**src/lsc_pkg.sv**
```systemverilog
// Shared constants and types of the serial LCD command controller
package lsc_pkg;

	// ****************************************************
	// Command codes
	// ****************************************************
	localparam logic [2:0] OP_MODE_SET = 3'h2;
	localparam logic [2:0] OP_POINTER = 3'h7;
	localparam logic [3:0] OP_WR_DISP = 4'hd;
	localparam logic [3:0] OP_WR_BLINK = 4'hc;
	localparam logic [7:0] CMD_XFER_CS = 8'h30;
	localparam logic [7:0] CMD_XFER_FRAME = 8'h31;
	localparam logic [7:0] CMD_XFER_HOLD = 8'h38;
	localparam logic [7:0] CMD_CLR_DISP = 8'h20;
	localparam logic [7:0] CMD_CLR_BLINK = 8'h00;

	// ****************************************************
	// Drive mode fields and reset values
	// ****************************************************
	localparam logic [1:0] BP_STATIC = 2'h1;
	localparam logic [1:0] BP_TWO = 2'h3;
	localparam logic [1:0] BP_THREE = 2'h2;
	localparam logic [1:0] BP_FOUR = 2'h0;
	localparam logic [1:0] PHASE_LAST_STATIC = 2'h0;
	localparam logic [1:0] PHASE_LAST_TWO = 2'h1;
	localparam logic [1:0] PHASE_LAST_THREE = 2'h2;
	localparam logic [1:0] PHASE_LAST_FOUR = 2'h3;
	localparam int DIV_WIDTH = 11;
	localparam logic [10:0] DIV_MASK_7 = 11'h07f;
	localparam logic [10:0] DIV_MASK_8 = 11'h0ff;
	localparam logic [10:0] DIV_MASK_9 = 11'h1ff;
	localparam logic [10:0] DIV_MASK_11 = 11'h7ff;
	localparam logic [4:0] POINTER_INIT = 5'h00;
	localparam logic [4:0] POINTER_LAST = 5'h1f;

	// ****************************************************
	// Pin synchroniser layout
	// ****************************************************
	localparam int PIN_COUNT = 5;
	localparam int PIN_CS = 0;
	localparam int PIN_SCK = 1;
	localparam int PIN_SI = 2;
	localparam int PIN_CD = 3;
	localparam int PIN_SYNC = 4;
	localparam logic [4:0] PIN_IDLE = 5'h13;
	localparam logic [2:0] BIT_LAST = 3'h7;

	// ****************************************************
	// Types
	// ****************************************************
	typedef struct packed {
		logic bias_half;
		logic [1:0] backplanes;
		logic [1:0] freq;
	} lsc_mode_t;

	localparam lsc_mode_t MODE_RESET = '{1'b0, BP_FOUR, 2'h0};

	typedef struct packed {
		logic is_cmd;
		logic [7:0] value;
	} lsc_byte_t;

	typedef enum logic [1:0] {
		XFER_CS = 2'b00,
		XFER_FRAME = 2'b01,
		XFER_HOLD = 2'b10
	} lsc_xfer_t;

	typedef enum logic [1:0] {
		ENG_IDLE = 2'b00,
		ENG_CLEAR = 2'b01,
		ENG_COPY = 2'b10,
		ENG_DIGIT = 2'b11
	} lsc_eng_t;

endpackage

```
**src/lsc_ram.sv**
```systemverilog
// Single port 32 x 4 memory with registered read data
`timescale 1ns/1ns
module lsc_ram
	import lsc_pkg::*;
#(
	parameter int WIDTH = 4,
	parameter int DEPTH = 32,
	parameter int ADDR_W = 5
)
(
	input wire logic clk,
	input wire logic we,
	input wire logic [ADDR_W-1:0] addr,
	input wire logic [WIDTH-1:0] wdata,
	output logic [WIDTH-1:0] rdata
);

	logic [WIDTH-1:0] mem [DEPTH];

	// ****************************************************
	// Write and registered read
	// ****************************************************
	always_ff @(posedge clk)
	begin
		if (we)
		begin
			mem[addr] <= wdata;
		end
		rdata <= mem[addr]; // Old data on a write
	end

endmodule

```
**src/lsc_top.sv**
```systemverilog
// Serial command interpreter and drive sequencer of the LCD controller
// Function
// - Top bits 010 decode as mode set
// - Bits 3:2 choose one to four backplanes
// - Bit 4 picks one-third or one-half bias, ignored in static drive
// - Bits 1:0 divide clock by 2^7, 2^8, 2^9 or 2^11
// - Frame rate is A/C rate over backplanes
// - 0x30 copies RAM on chip select rise
// - 0x31 copies RAM on frame clock rise
// - 0x38 suspends transfer, protocol state kept
// - 0x20 zeroes display RAM, resets pointer
// - 0x00 zeroes blink RAM, resets pointer
// - Top bits 111 load five-bit pointer
// - 1101 writes display nibble, pointer increments
// - Eight-bit words over clock and data lines
// - Four backplanes, thirty-two segments, kept synchronised
// - Separate display and blink RAMs, 32x4
// - Numeric decoder fits sixteen characters
// - Open-drain sync pin aligns cascaded devices
`timescale 1ns/1ns
module lsc_top
	import lsc_pkg::*;
(
	input wire logic clk,
	input wire logic rst_n,
	input wire logic cs_n,
	input wire logic sck,
	input wire logic si,
	input wire logic cmd_data,
	input wire logic sync_in,
	output logic sync_out,
	output logic sync_oe_n,
	output logic [31:0] segment_outputs,
	output logic [3:0] backplane_outputs,
	output logic drive_polarity,
	output logic bias_half,
	output logic frame_clock,
	output logic [4:0] data_pointer,
	output logic busy
);

	// ****************************************************
	// Declarations
	// ****************************************************
	logic [PIN_COUNT-1:0] pins;
	logic [PIN_COUNT-1:0] sync_a;
	logic [PIN_COUNT-1:0] sync_b;
	logic [PIN_COUNT-1:0] sync_c;
	logic [PIN_COUNT-1:0] pin_f;
	logic [PIN_COUNT-1:0] pin_d;
	logic cs_rise;
	logic sck_rise;
	logic sync_fall;
	logic [2:0] bit_cnt;
	logic [6:0] shift;
	logic rx_valid;
	lsc_byte_t rx_byte;
	lsc_byte_t pend;
	logic pend_valid;
	logic take_cmd;
	lsc_mode_t mode;
	lsc_xfer_t xfer;
	lsc_eng_t eng;
	logic [4:0] scan;
	logic clear_blink;
	logic [3:0] digit_lo;
	logic copy_req;
	logic start_copy;
	logic copy_valid;
	logic [4:0] copy_addr;
	logic [DIV_WIDTH-1:0] div;
	logic [DIV_WIDTH-1:0] div_mask;
	logic ac_tick;
	logic [1:0] phase;
	logic [1:0] phase_last;
	logic frame_tick;
	logic is_mode;
	logic is_pointer;
	logic is_wr_disp;
	logic is_wr_blink;
	logic is_data;
	logic [7:0] digit_seg;
	logic disp_we;
	logic [4:0] disp_addr;
	logic [3:0] disp_wdata;
	logic [3:0] disp_rdata;
	logic blink_we;
	logic [4:0] blink_addr;
	logic [3:0] blink_wdata;
	logic [3:0] seg_latch [32];

	// ****************************************************
	// Pin synchronisers
	// ****************************************************
	assign pins = {sync_in, cmd_data, si, sck, cs_n};

	// Three stages; a level counts once the last two agree
	genvar gp;
	generate
		for (gp = 0; gp < PIN_COUNT; gp++)
		begin : g_pin
			always_ff @(posedge clk)
			begin
				if (!rst_n)
				begin
					sync_a[gp] <= PIN_IDLE[gp];
					sync_b[gp] <= PIN_IDLE[gp];
					sync_c[gp] <= PIN_IDLE[gp];
					pin_f[gp] <= PIN_IDLE[gp];
					pin_d[gp] <= PIN_IDLE[gp];
				end
				else
				begin
					sync_a[gp] <= pins[gp];
					sync_b[gp] <= sync_a[gp];
					sync_c[gp] <= sync_b[gp];
					if (sync_b[gp] == sync_c[gp])
					begin
						pin_f[gp] <= sync_c[gp];
					end
					pin_d[gp] <= pin_f[gp];
				end
			end
		end
	endgenerate

	// Edges of the filtered levels
	assign cs_rise = pin_f[PIN_CS] && !pin_d[PIN_CS];
	assign sck_rise = pin_f[PIN_SCK] && !pin_d[PIN_SCK];
	assign sync_fall = !pin_f[PIN_SYNC] && pin_d[PIN_SYNC];

	// ****************************************************
	// Serial receiver
	// ****************************************************
	// Bits enter MSB first while chip select is low
	always_ff @(posedge clk)
	begin
		if (!rst_n)
		begin
			bit_cnt <= 3'h0;
			shift <= 7'h00;
		end
		else if (pin_f[PIN_CS])
		begin
			bit_cnt <= 3'h0;
		end
		else if (sck_rise)
		begin
			shift <= {shift[5:0], pin_f[PIN_SI]};
			bit_cnt <= bit_cnt + 3'h1;
		end
	end

	// A byte completes on the eighth clock edge
	assign rx_valid = !pin_f[PIN_CS] && sck_rise && (bit_cnt == BIT_LAST);
	assign rx_byte = '{pin_f[PIN_CD], {shift, pin_f[PIN_SI]}};

	// One pending byte; a new byte beats its own consumption
	assign take_cmd = pend_valid && (eng == ENG_IDLE);
	always_ff @(posedge clk)
	begin
		if (!rst_n)
		begin
			pend_valid <= 1'b0;
			pend <= '0;
		end
		else if (rx_valid && (!pend_valid || take_cmd))
		begin
			pend <= rx_byte;
			pend_valid <= 1'b1;
		end
		else if (take_cmd)
		begin
			pend_valid <= 1'b0;
		end
	end

	// ****************************************************
	// Command decode
	// ****************************************************
	assign is_mode = pend.is_cmd && (pend.value[7:5] == OP_MODE_SET);
	assign is_pointer = pend.is_cmd && (pend.value[7:5] == OP_POINTER);
	assign is_wr_disp = pend.is_cmd && (pend.value[7:4] == OP_WR_DISP);
	assign is_wr_blink = pend.is_cmd && (pend.value[7:4] == OP_WR_BLINK);
	assign is_data = !pend.is_cmd;

	// Numeric decoder, data bit 4 is the decimal point
	always_comb
	begin
		unique case (pend.value[3:0])
			4'h0: digit_seg = 8'h3f;
			4'h1: digit_seg = 8'h06;
			4'h2: digit_seg = 8'h5b;
			4'h3: digit_seg = 8'h4f;
			4'h4: digit_seg = 8'h66;
			4'h5: digit_seg = 8'h6d;
			4'h6: digit_seg = 8'h7d;
			4'h7: digit_seg = 8'h07;
			4'h8: digit_seg = 8'h7f;
			4'h9: digit_seg = 8'h6f;
			4'ha: digit_seg = 8'h77;
			4'hb: digit_seg = 8'h7c;
			4'hc: digit_seg = 8'h39;
			4'hd: digit_seg = 8'h5e;
			4'he: digit_seg = 8'h79;
			4'hf: digit_seg = 8'h71;
		endcase
		digit_seg[7] = pend.value[4];
	end

	// Drive mode register
	always_ff @(posedge clk)
	begin
		if (!rst_n)
		begin
			mode <= MODE_RESET;
		end
		else if (take_cmd && is_mode)
		begin
			mode <= lsc_mode_t'(pend.value[4:0]);
		end
	end

	// Transfer mode: chip select, frame clock or suspended
	always_ff @(posedge clk)
	begin
		if (!rst_n)
		begin
			xfer <= XFER_CS;
		end
		else if (take_cmd && pend.is_cmd)
		begin
			if (pend.value == CMD_XFER_CS)
			begin
				xfer <= XFER_CS;
			end
			else if (pend.value == CMD_XFER_FRAME)
			begin
				xfer <= XFER_FRAME;
			end
			else if (pend.value == CMD_XFER_HOLD)
			begin
				xfer <= XFER_HOLD;
			end
		end
	end

	// ****************************************************
	// Data pointer
	// ****************************************************
	// Natural 5-bit wrap takes 31 back to 0
	always_ff @(posedge clk)
	begin
		if (!rst_n)
		begin
			data_pointer <= POINTER_INIT;
		end
		else if (eng == ENG_DIGIT)
		begin
			data_pointer <= data_pointer + 5'h01;
		end
		else if (take_cmd)
		begin
			if (is_pointer)
			begin
				data_pointer <= pend.value[4:0];
			end
			else if (is_wr_disp || is_wr_blink || is_data)
			begin
				data_pointer <= data_pointer + 5'h01;
			end
			else if (pend.is_cmd && (pend.value == CMD_CLR_DISP ||
				pend.value == CMD_CLR_BLINK))
			begin
				data_pointer <= POINTER_INIT;
			end
		end
	end

	// ****************************************************
	// Memory engine
	// ****************************************************
	// Transfer requests wait until the engine is free
	assign start_copy = (eng == ENG_IDLE) && !take_cmd && copy_req;
	always_ff @(posedge clk)
	begin
		if (!rst_n)
		begin
			copy_req <= 1'b0;
		end
		else if ((xfer == XFER_CS && cs_rise) ||
			(xfer == XFER_FRAME && frame_tick))
		begin
			copy_req <= 1'b1;
		end
		else if (start_copy || xfer == XFER_HOLD)
		begin
			copy_req <= 1'b0;
		end
	end

	// Clear, copy and second digit write sequencing
	always_ff @(posedge clk)
	begin
		if (!rst_n)
		begin
			eng <= ENG_IDLE;
			scan <= POINTER_INIT;
			clear_blink <= 1'b0;
			digit_lo <= 4'h0;
		end
		else
		begin
			unique case (eng)
				ENG_IDLE:
				begin
					scan <= POINTER_INIT;
					if (take_cmd && pend.is_cmd &&
						pend.value == CMD_CLR_DISP)
					begin
						eng <= ENG_CLEAR;
						clear_blink <= 1'b0;
					end
					else if (take_cmd && pend.is_cmd &&
						pend.value == CMD_CLR_BLINK)
					begin
						eng <= ENG_CLEAR;
						clear_blink <= 1'b1;
					end
					else if (take_cmd && is_data)
					begin
						eng <= ENG_DIGIT;
						digit_lo <= digit_seg[3:0];
					end
					else if (start_copy)
					begin
						eng <= ENG_COPY;
					end
				end
				ENG_CLEAR, ENG_COPY:
				begin
					scan <= scan + 5'h01;
					if (scan == POINTER_LAST)
					begin
						eng <= ENG_IDLE;
					end
				end
				ENG_DIGIT:
				begin
					eng <= ENG_IDLE;
				end
			endcase
		end
	end

	assign busy = pend_valid || (eng != ENG_IDLE) || copy_req;

	// Display RAM port steering
	always_comb
	begin
		disp_addr = data_pointer;
		disp_we = 1'b0;
		disp_wdata = pend.value[3:0];
		if (eng == ENG_CLEAR || eng == ENG_COPY)
		begin
			disp_addr = scan;
			disp_we = (eng == ENG_CLEAR) && !clear_blink;
			disp_wdata = 4'h0;
		end
		else if (eng == ENG_DIGIT)
		begin
			disp_we = 1'b1;
			disp_wdata = digit_lo;
		end
		else if (take_cmd && is_data)
		begin
			disp_we = 1'b1;
			disp_wdata = digit_seg[7:4];
		end
		else if (take_cmd && is_wr_disp)
		begin
			disp_we = 1'b1;
		end
	end

	// Blink RAM port steering, shares the pointer
	always_comb
	begin
		blink_addr = data_pointer;
		blink_we = take_cmd && is_wr_blink && (eng == ENG_IDLE);
		blink_wdata = pend.value[3:0];
		if (eng == ENG_CLEAR)
		begin
			blink_addr = scan;
			blink_we = clear_blink;
			blink_wdata = 4'h0;
		end
	end

	// Two separate 32 x 4 arrays
	lsc_ram #(.WIDTH(4), .DEPTH(32), .ADDR_W(5)) u_disp_ram
	(
		.clk(clk),
		.we(disp_we),
		.addr(disp_addr),
		.wdata(disp_wdata),
		.rdata(disp_rdata)
	);

	lsc_ram #(.WIDTH(4), .DEPTH(32), .ADDR_W(5)) u_blink_ram
	(
		.clk(clk),
		.we(blink_we),
		.addr(blink_addr),
		.wdata(blink_wdata),
		.rdata()
	);

	// Read data lands one cycle after its address
	always_ff @(posedge clk)
	begin
		if (!rst_n)
		begin
			copy_valid <= 1'b0;
			copy_addr <= POINTER_INIT;
		end
		else
		begin
			copy_valid <= (eng == ENG_COPY);
			copy_addr <= scan;
		end
	end

	// ****************************************************
	// A/C divider, backplane phase and sync pin
	// ****************************************************
	always_comb
	begin
		unique case (mode.freq)
			2'h0: div_mask = DIV_MASK_7;
			2'h1: div_mask = DIV_MASK_8;
			2'h2: div_mask = DIV_MASK_9;
			2'h3: div_mask = DIV_MASK_11;
		endcase
		unique case (mode.backplanes)
			BP_STATIC: phase_last = PHASE_LAST_STATIC;
			BP_TWO: phase_last = PHASE_LAST_TWO;
			BP_THREE: phase_last = PHASE_LAST_THREE;
			BP_FOUR: phase_last = PHASE_LAST_FOUR;
		endcase
	end

	assign ac_tick = ((div & div_mask) == div_mask);
	assign frame_tick = ac_tick && (phase == phase_last);

	// Another device pulling sync low realigns this one
	always_ff @(posedge clk)
	begin
		if (!rst_n)
		begin
			div <= '0;
			phase <= 2'h0;
			drive_polarity <= 1'b0;
		end
		else if (sync_fall && sync_oe_n)
		begin
			div <= '0;
			phase <= 2'h0;
			drive_polarity <= 1'b0;
		end
		else
		begin
			div <= div + 11'h001;
			if (frame_tick)
			begin
				phase <= 2'h0;
				drive_polarity <= !drive_polarity;
			end
			else if (ac_tick)
			begin
				phase <= phase + 2'h1;
			end
		end
	end

	// Open drain: pull low during the first backplane slot
	always_ff @(posedge clk)
	begin
		if (!rst_n)
		begin
			sync_oe_n <= 1'b1;
			frame_clock <= 1'b0;
		end
		else
		begin
			sync_oe_n <= (phase != 2'h0);
			frame_clock <= frame_tick;
		end
	end
	assign sync_out = 1'b0;

	// ****************************************************
	// Segment latches and drive outputs
	// ****************************************************
	genvar gs;
	generate
		for (gs = 0; gs < 32; gs++)
		begin : g_seg
			always_ff @(posedge clk)
			begin
				if (!rst_n)
				begin
					seg_latch[gs] <= 4'h0;
					segment_outputs[gs] <= 1'b0;
				end
				else
				begin
					if (copy_valid && copy_addr == 5'(gs))
					begin
						seg_latch[gs] <= disp_rdata;
					end
					segment_outputs[gs] <= seg_latch[gs][phase];
				end
			end
		end
	endgenerate

	// Backplane select follows the same phase as the segments
	always_ff @(posedge clk)
	begin
		if (!rst_n)
		begin
			backplane_outputs <= 4'h0;
			bias_half <= 1'b0;
		end
		else
		begin
			backplane_outputs <= 4'h1 << phase;
			bias_half <= mode.bias_half &&
				(mode.backplanes != BP_STATIC);
		end
	end

endmodule

```
**config.mk**
```make
export PLATFORM = sky130hd
export DESIGN_NAME = lsc_top
export DESIGN_NICKNAME = d
export VERILOG_FILES = /design/src/lsc_pkg.sv /design/src/lsc_ram.sv /design/src/lsc_top.sv
export SDC_FILE = /design/constraint.sdc
export NUM_CORES = 1
export LEC_CHECK = 0
export BUFFER_PORTS_ARGS = -buffer_cell sky130_fd_sc_hd__buf_2
export CORE_MARGIN = 2
export CORE_UTILIZATION = 25
export DETAILED_ROUTE_END_ITERATION = 16
export PLACE_DENSITY = 0.41
export SLEW_MARGIN = 15
export SYNTH_ARGS = -nofsm -noshare
export SYNTH_HDL_FRONTEND = slang
export SYNTH_HIERARCHICAL = 1
export SYNTH_SLANG_ARGS = --single-unit
```
**constraint.sdc**
```tcl
create_clock -name clk -period 9 [get_ports clk]
set_input_delay 0.45 -clock clk [delete_from_list [all_inputs] [get_ports clk]]
set_output_delay 0.45 -clock clk [all_outputs]
set_load 0.05 [all_outputs]
```
* Word level (Yosys, flattened, before mapping)
Memory sizes are Yosys's and may differ from the RTL's. A register that Yosys moved wholly into a read port is not among the register bits. Index checks and enable logic that the tools add are counted.
Word-level totals: input bits 7, memory bits (read-only) 112, register bits 127, bits in writable memories 256, memories kept 3
Operators by class: shift-type cells 1, bitwise gates (word level) 37, equal/unequal tests 62, order comparisons 1, $add $sub $neg 5, reduce and logical (&&, ||, !) cells 101, mux-type cells 228
Memory list:
- seg_latch | words 32, width 4, read ports 32, clocked after memory_dff 0, wr ports 32, RTL line lsc_top.sv:90 | logic [3:0] seg_latch [32];
- u_disp_ram.mem | words 32, width 4, read ports 1, clocked after memory_dff 1, wr ports 1, RTL line lsc_ram.sv:18 | logic [WIDTH-1:0] mem [DEPTH];
- (no name shown) | words 16, width 7, read ports 1, clocked after memory_dff 1, wr ports 0, RTL line lsc_top.sv:190 | unique case (pend.value[3:0])
Operators with widths (count):
- $mux 4 | 37
- $mux 1 | 141
- $eq 5x5->1 const B | 17
- $bmux 1 s2 | 32
- $logic_and 1x1->1 | 58
- $pmux 11 s4 | 1
- $eq 5x4->1 const B | 8
- $eq 8x6->1 const B | 4
- $or 1x1->1 | 32
- $mux 5 | 6
- $eq 5x3->1 const B | 4
- $mux 2 | 8
- $eq 2x2->1 const B | 7
- $reduce_bool 2->1 | 7
- $add 11x1->11 const B | 1
- $and 11x11->11 | 1
- $eq 11x11->1 | 1
- $add 5x1->5 const B | 2
- $eq 5x2->1 const B | 2
- $pmux 5 s2 | 1
- $reduce_and 2->1 | 5
- $logic_not 1->1 | 9
- $logic_or 1x1->1 | 9
- $eq 2x1->1 const B | 4
- 24 further kinds | 38

* Longest topological paths before layout
Gate-level depths: netlist of run 1.
word-level depth 10, mapped depth 13, gate-level depth less buffers 12

* Hierarchy
Netlist of run 1, hierarchy kept.
By module, submodules not included:
- lsc_top | seq. area each 6526.3 µm², cells each 984, instances 1, area each 10989.3 µm²
- lsc_ram | seq. area each 3923.8 µm², cells each 318, instances 1, area each 5338.9 µm²

* Least setup slack after synthesis of run 1
OpenSTA, ideal clock, no wires.
path type register to register, start point register eng[0], end point memory u_disp_ram.mem[24][0] (enable), library setup time 361 ps, data required time 8639 ps, path slack 6096 ps, period minus slack after synthesis 2904 ps, arrival time 2543 ps, cell stages (with the launch flop) 9, cell sequence dfxtp_1 inv_1 ha_1 clkbuf_1 mux2_2 buf_2 or3b_2 clkbuf_1 nor3_1
Between the ends: elaborated cells between the ends (all ways) 16
RTL lines:
- from (decl) | RTL line lsc_top.sv:63 | lsc_eng_t eng;
- from (signal assigned) | RTL line lsc_top.sv:307 | eng <= ENG_IDLE;
- from (signal assigned) | RTL line lsc_top.sv:321 | eng <= ENG_CLEAR;
- from (signal assigned) | RTL line lsc_top.sv:327 | eng <= ENG_CLEAR;
- $eq 2x1->1 or $eq 2x2->1 (tied branches) | RTL line lsc_top.sv:364 | if (eng == ENG_CLEAR || eng == ENG_COPY)
- $logic_or 1x1->1 (*) | RTL line lsc_top.sv:364
- $mux 5 (*) | RTL line lsc_top.sv:364
- via disp_addr[0] | RTL line lsc_top.sv:84 | logic [4:0] disp_addr;
- to (decl) | RTL line lsc_ram.sv:18
The timed path passes the listed nets; every way through them passes the cells marked *.

* Final worst setup path of run 1
start point register eng[0], end point memory u_disp_ram.mem[27][0] (enable)
The elaborated chain is that of the path after synthesis.

==> impl_metrics.py, run 1 <==
metrics = {
    "min_path": {
        "whs_path_depth": 2,
        "hold_class": "primary input to register",
    },
    "timing": {
        "rsz0062_at_grt": "no",
        "whs_ns": 0.0524,
        "fmax_ghz": 0.262,
        "setup_viol": 0,
        "period_share_pct": 42.3,
        "fin_crit_ns": 3.81,
        "skew_ns": 0.0153,
        "maxSlewHeadroom_pct": 29.4,
        "worstMarginPinSlew_ns": 1.05,
        "slew_violations": 0,
        "timing.final.hold_violations": 0,
        "worst_slack_ns": 5.19,
        "tns_ns": 0,
    },
    "setup_path": {
        "critPathArrivalTime_ns": 4.02,
        "endpoint_kind": "register",
        "critical-path-slowest-cell": "buf_4",
        "critical_path_peak_fanout": 44,
        "crit_path_start_kind": "register",
        "crit_chain": "inv_1 > ha_1 > mux2_4 > buf_4 > nand3_1 > nor3_1",
        "r2r_cells": 6,
        "max_stage_delay_ns": 0.63,
        "cp.required_ns": 9.21,
        "crit_type": "register to register",
    },
    "flow_run": {
        "cap_violations": 0,
    },
    "drt": {
        "vias_per_cell": 4.47,
        "drc": 0,
        "vias": 9925,
        "drtIter0Drc": 630,
        "antenna_left": 0,
        "dr.pass1.iters": 5,
        "post_drt_wl_per_cell_microns": 17.7,
        "wl_mm": 39.3,
    },
    "synth": {
        "seq_area_frac_synth_pct": 64.0,
        "synth_top_cell_area_share_pct": 47.1,
        "async_flop_share_pct": 0,
        "muxShareOfSynthArea_pct": 5.62,
        "synth.most_common_cell": "edfxtp_1",
        "ys_ff_latch": 394,
        "synth_edf_count": 256,
        "yosysTopAreaCell": "edfxtp_1",
        "syn-cell-area_sq_mm": 0.0163,
        "syn_avg_cell_area_sq_um": 12.5,
        "yosys_warnings": 6,
        "synth_compound_area_share_pct": 9.57,
        "synthCells": 1302,
        "synthAdderAreaFrac_pct": 1.69,
        "synthTopCellsByArea": "edfxtp_1 47%, dfxtp_1 17%, mux2i_1 5.1%",
        "synth_top_family_by_area": "simple AND/OR/NAND/NOR gates",
        "ys.flop_type": "edfxtp_1",
        "post_synth_num_cell_types": 78,
        "synth_common_cells": "256 x edfxtp_1, 138 x dfxtp_1, 108 x and2_1, 95 x nand2_1, 83 x mux2i_1",
        "yosys.area_share.simple_pct": 15.4,
        "yosys.area_share.xor_xnor_pct": 0.805,
        "syn_nets": 1331,
    },
    "place": {
        "place.gp.congestion": 0.716,
        "io_buffers": 52,
        "place_area_sq_mm": 0.0174,
        "pre_cts_slack_ns": 5.08,
        "dp_hpwl_mm": 23.8,
        "dp_cells": 2137,
    },
    "grt": {
        "grt_pass1_vias": 10200,
        "grt.overflow.total": 0,
        "grt_pass1_wl_mm": 61.1,
        "antenna_found_initial": 0,
        "grt_max_degree": 72,
        "grt_usage_pct": 11.7,
    },
    "clock_tree": {
        "path_clk_slew_ns": 0.06,
        "cts_resized": 0,
        "cts-root-buf": "clkbuf_16",
        "cts_sinks": 394,
        "tritoncts": "built",
        "clk_latency_ns": 0.57,
        "cts_buffer_depth": 3,
        "post_cts_buffers": 0,
        "cts-buffers-inserted": 45,
        "htree_levels": 2,
        "cts_hold_buf": 0,
    },
    "floorplanning": {
        "die_y_microns": 260,
        "start_util_pct": 25.3,
        "core_sq_mm": 0.0645,
        "dieArea_sq_mm": 0.0674,
        "rows": 93,
        "pin_count": 54,
        "die_w_microns": 260,
    },
    "power": {
        "leakage_nw": 6.51,
        "p_per_area_mw_per_mm2": 215,
        "vdd_drop_max_mv": 0.119,
    },
    "layout": {
        "final_area_sq_mm": 0.0188,
        "nets": 1358,
        "drive_above_1_share_pct": 12.2,
        "antenna_cells": 0,
        "area_growth_pct": 15.0,
        "multiInputGateArea_sq_mm": 0.00543,
        "seq_area_sq_mm": 0.0105,
        "nFillCells": 6558,
        "fin_cells": 2221,
    },
    "outcome": {
        "status": "completed",
    },
}
==> final cells by class <==
class / instances / area share (%)
clock inverters: 15 / 0.667
multi-input cells: 808 / 28.9
well taps: 855 / 5.70
flip-flops and latches: 394 / 55.7
clock buffers: 69 / 6.85
inverters: 19 / 0.407
repair buffers: 61 / 1.76
==> flip-flops by register name, summed over array words and instances (netlist names), 2 cells and up <==
register / cells
backplane_outputs: 4
bit_cnt: 3
copy_addr: 5
data_pointer: 5
digit_lo: 4
digit_seg: 8
div: 11
eng: 2
mode: 5
pend: 8
phase: 2
pin_d: 3
pin_f: 5
scan: 5
seg_latch: 128
segment_outputs: 32
shift: 7
sync_a: 5
sync_b: 5
sync_c: 5
u_disp_ram/mem: 128
u_disp_ram/rdata: 4
xfer: 2
==> power by group <==
part	internal [mW]	switching (mW)
clock network	1.02	0.733
registers	1.97	0.0813
logic	0.0756	0.170
total	3.06	0.983
==> stage by stage <==
step	power (mW)	utilization (%)
after detailed placement	2.34	26.9
after global placement	2.34	26.9
after global routing	4.21	29.1
final	4.04	29.1
after floorplan	2.23	-
after CTS	4.12	29.1
==> final timing paths <==
kind	start	end	slack (ns)
worst min register to register	sync_a[0]	sync_b[0]	0.40
worst max register to register	eng[0]	u_disp_ram/mem[27][0]	5.19
worst max-delay path	eng[0]	u_disp_ram/mem[27][0]	5.19
worst min-delay path	sync_in	sync_a[4]	0.05
==> logic make-up (layout without fill, tap and decap cells) <==
kind of cell | count (synthesis) | count (layout)
AND/OR/NAND/NOR | 456 | 456
multiplexers | 90 | 90
AO/OA/AOI/OAI | 224 | 224
XOR/XNOR | 15 | 15
adder cells (fa/ha/maj) | 22 | 22
flip-flops | 394 | 394
other | 1 | 1
buffers and inverters | 100 | 164
==> per-layer routing <==
metal | routed length (microns) | vias to the layer above | part of all wire [%] | global-route usage [%]
li1 | - | 4817 | - | -
met3 | 1320 | 75 | 3.4 | 2.11
met2 | 19000 | 150 | 48 | 20.1
met4 | 967 | 0 | 2.5 | 4.05
met1 | 18000 | 4883 | 46 | 14.8
met5 | 0 | - | 0 | 0
==> worst max-delay path, delay by kind of cell (launching register included) <==
kind	cells	cell delay [ns]
mux	1	0.53
flops	1	0.41
simple gates	2	1.21
buf+inv	2	0.72
fa+ha+maj	1	0.57
==> cell usage in the layout (no fill, tap or decap), types with 4 or more instances in the layout <==
cell,synthesis,layout
or4b_4,4,4
o21ai_0,56,55
ha_1,22,22
a22o_1,14,14
clkbuf_1,51,17
clkbuf_8,0,7
a21boi_0,20,20
and3_1,47,47
a22oi_1,45,45
clkinv_2,0,10
dfxtp_1,138,135
nand3b_1,5,5
a21oi_1,16,16
nor2_1,81,80
nor2b_1,20,20
inv_1,17,17
nand3_1,15,15
xnor2_1,10,10
xor2_1,5,5
clkbuf_16,0,45
buf_4,3,10
nor3_1,10,10
nand4b_1,4,4
edfxtp_1,256,256
mux2_2,5,4
nand2_1,95,95
nand2b_1,19,19
and2_1,108,105
mux2i_1,83,83
nand4_1,4,4
a221o_1,13,13
o22ai_1,33,33
buf_2,18,51
nor4_1,11,11
No activity file was read; power rests on OpenSTA's default activity.
==> run 2: changes to the inputs <==
--- a/config.mk
+++ b/config.mk
@@ -5,6 +5,7 @@
 export SDC_FILE = /design/constraint.sdc
 export NUM_CORES = 1
 export LEC_CHECK = 0
+export ABC_AREA = 1
 export BUFFER_PORTS_ARGS = -buffer_cell sky130_fd_sc_hd__buf_2
 export CORE_MARGIN = 2
 export CORE_UTILIZATION = 25
==> constraint.sdc (replaced) <==
create_clock -name clk -period 3.55 [get_ports clk]
set_input_delay 0.1775 -clock clk [delete_from_list [all_inputs] [get_ports clk]]
set_output_delay 0.1775 -clock clk [all_outputs]
set_load 0.05 [all_outputs]
==> run 2 against run 1 <==
  * Fmax increased by 17%
  * Non-clock buffer count increased by 20
  * Highest routed layer unchanged
  * Wire length increased by 6.2%
  * Critical path depth increased by 1
  * Global-route usage increased by 0.81 points
  * Critical path type unchanged
==> impl_metrics.py, run 2 <==
metrics = {
    "outcome": {
        "status": "completed",
    },
    "grt": {
        "grt_pass1_vias": 11600,
        "grt_usage_pct": 12.5,
        "grt_pass1_wl_mm": 66.0,
        "grt_max_degree": 94,
        "antenna_found_initial": 0,
        "grt.overflow.total": 0,
    },
    "drt": {
        "post_drt_wl_per_cell_microns": 15.8,
        "vias": 11500,
        "antenna_left": 0,
        "wl_mm": 41.7,
        "drtIter0Drc": 668,
        "drc": 0,
        "dr.pass1.iters": 5,
        "vias_per_cell": 4.33,
    },
    "clock_tree": {
        "clk_latency_ns": 0.59,
        "tritoncts": "built",
        "cts-root-buf": "clkbuf_16",
        "cts_sinks": 394,
        "path_clk_slew_ns": 0.06,
        "cts_buffer_depth": 3,
        "cts-buffers-inserted": 47,
        "htree_levels": 2,
    },
    "timing": {
        "rsz0062_at_grt": "no",
        "worstMarginPinSlew_ns": 1.16,
        "tns_ns": 0,
        "worst_slack_ns": 0.293,
        "fmax_ghz": 0.307,
        "maxSlewHeadroom_pct": 21.5,
        "whs_ns": 0.318,
        "skew_ns": 0.0240,
        "setup_viol": 0,
        "fin_crit_ns": 3.26,
        "timing.final.hold_violations": 0,
        "slew_violations": 0,
        "period_share_pct": 91.8,
    },
    "floorplanning": {
        "start_util_pct": 25.3,
        "die_y_microns": 260,
        "rows": 93,
        "core_sq_mm": 0.0646,
        "die_w_microns": 260,
        "dieArea_sq_mm": 0.0675,
        "pin_count": 54,
    },
    "synth": {
        "yosys_warnings": 6,
        "ys.flop_type": "edfxtp_1",
        "syn-cell-area_sq_mm": 0.0164,
        "synth_top_cell_area_share_pct": 47.0,
        "ys_ff_latch": 394,
        "async_flop_share_pct": 0,
        "syn_avg_cell_area_sq_um": 9.64,
        "post_synth_num_cell_types": 42,
        "synth_edf_count": 256,
        "synth_common_cells": "504 x nand2_1, 264 x nor2_1, 256 x edfxtp_1, 138 x dfxtp_1, 99 x inv_1",
        "syn_nets": 1726,
        "yosysTopAreaCell": "edfxtp_1",
        "synthCells": 1697,
        "synthTopCellsByArea": "edfxtp_1 47%, dfxtp_1 17%, nand2_1 12%",
        "seq_area_frac_synth_pct": 63.9,
        "synth.most_common_cell": "nand2_1",
    },
    "power": {
        "power_frac_comb_pct": 14.1,
        "intPower_mw": 8.29,
        "p_per_area_mw_per_mm2": 600,
        "vdd_drop_max_mv": 0.303,
        "leakage_nw": 7.54,
        "p_seq_share_pct": 44.6,
        "switching_share_pct": 28.0,
        "pwr-share-clk_pct": 41.3,
        "switchingPower_mw": 3.22,
        "p_total_mw": 11.5,
    },
    "setup_path": {
        "cp.required_ns": 3.79,
        "crit_type": "register to register",
        "crit_top_cell": "inv_2",
        "critical-path-slowest-cell": "o21ai_0",
        "max_stage_delay_ns": 0.98,
        "path_buf_inv": 3,
        "crit_path_start_kind": "register",
        "endpoint_kind": "register",
        "critPathArrivalTime_ns": 3.49,
        "critical_path_peak_fanout": 13,
        "cp_top_family": "compound AO/OA/AOI/OAI gates",
        "crit_chain": "inv_1 > ha_1 > o21ai_0 > inv_2 > nor3_2 > inv_2 > nor2_1",
    },
    "layout": {
        "layout_common_cells": "504 x nand2_1, 264 x nor2_1, 256 x edfxtp_1, 138 x dfxtp_1, 94 x inv_1",
        "area_growth_pct": 17.3,
        "antenna_cells": 0,
        "final_area_sq_mm": 0.0192,
        "top_regs": "seg_latch (128), u_disp_ram/mem (128), segment_outputs (32)",
        "drive_above_1_share_pct": 11.2,
        "nets": 1785,
        "multiInputGateArea_sq_mm": 0.00516,
        "final_common_cell": "nand2_1",
        "nFillCells": 6724,
        "seq_area_sq_mm": 0.0105,
    },
    "place": {
        "dp_hpwl_mm": 25.9,
        "place.gp.congestion": 0.739,
        "place_area_sq_mm": 0.0176,
        "pre_cts_slack_ns": 0.407,
        "io_buffers": 52,
    },
    "flow_run": {
        "cap_violations": 0,
    },
    "min_path": {
        "hold_class": "primary input to register",
    },
}
==> run 2: cell families (layout without fill, tap and decap cells) <==
kind of cell	after synthesis	in the layout	share of synthesized area, %
compound gates	177	177	6.37
xor+xnor	7	7	0.375
fa+ha+maj	22	22	1.68
buf+inv	189	286	4.68
flops	394	394	63.9
other cells	1	1	0.0229
simple gates	907	907	23.0
==> run 2: area by class of cell <==
type | instances | share of cell area, %
Sequential cell | 394 | 54.5
Multi-Input combinational cell | 1114 | 26.9
Clock buffer | 71 | 7.35
Tap cell | 855 | 5.58
Timing Repair Buffer | 81 | 2.65
Inverter | 118 | 2.31
Clock inverter | 16 | 0.743
==> run 2: worst reg2reg max path, cell delays in order, from the launching register on <==
cell     delay, ns
dfxtp_1       0.39
inv_1         0.10
ha_1          0.48
o21ai_0       0.98
inv_2         0.18
nor3_2        0.37
inv_2         0.13
nor2_1        0.28
==> run 2: final timing paths <==
check             startpoint               endpoint  slack [ns]  depth (start not counted)
hold / removal          cs_n              sync_a[0]        0.32                          3
hold reg to reg    sync_a[4]              sync_b[4]        0.42                          1
setup reg to reg      eng[0]  u_disp_ram/mem[31][2]        0.29                          7
setup / recovery      eng[0]  u_disp_ram/mem[31][2]        0.29                          7
==> run 2: repair_timing <==
item	4_1_cts	5_1_grt
buffers inserted	0	0
endpoints found under the setup margin	0	0
resized for setup	0	0
hold buffers	6	0
endpoints found under the hold margin	8	0
==> run 2: through the flow <==
stage                     cells  util (%)
after CTS                  2649      29.7
after detailed placement   2556      27.2
after floorplan            1697         -
final                      2649      29.7
after global routing       2649      29.7
after global placement     2556      27.2
==> run 2: metal layers <==
layer  vias to the layer above  part of all wire, %  global-route usage [%]
met3                        65                  4.1                    2.31
met2                       181                   47                    21.0
met5                         -                    0                       0
met4                         0                  2.3                    4.05
li1                       5722                    -                       -
met1                      5500                   46                    16.2
==> run 2: power by group through the flow <==
stage / clock network, mW / registers (mW) / logic [mW]
finish: 4.76 / 5.13 / 1.62
floorplan: 0 / 5.28 / 1.00
CTS: 4.93 / 5.13 / 1.67
global placement: 0 / 5.23 / 1.67
detailed placement: 0 / 5.23 / 1.65
global route: 5.11 / 5.15 / 1.82
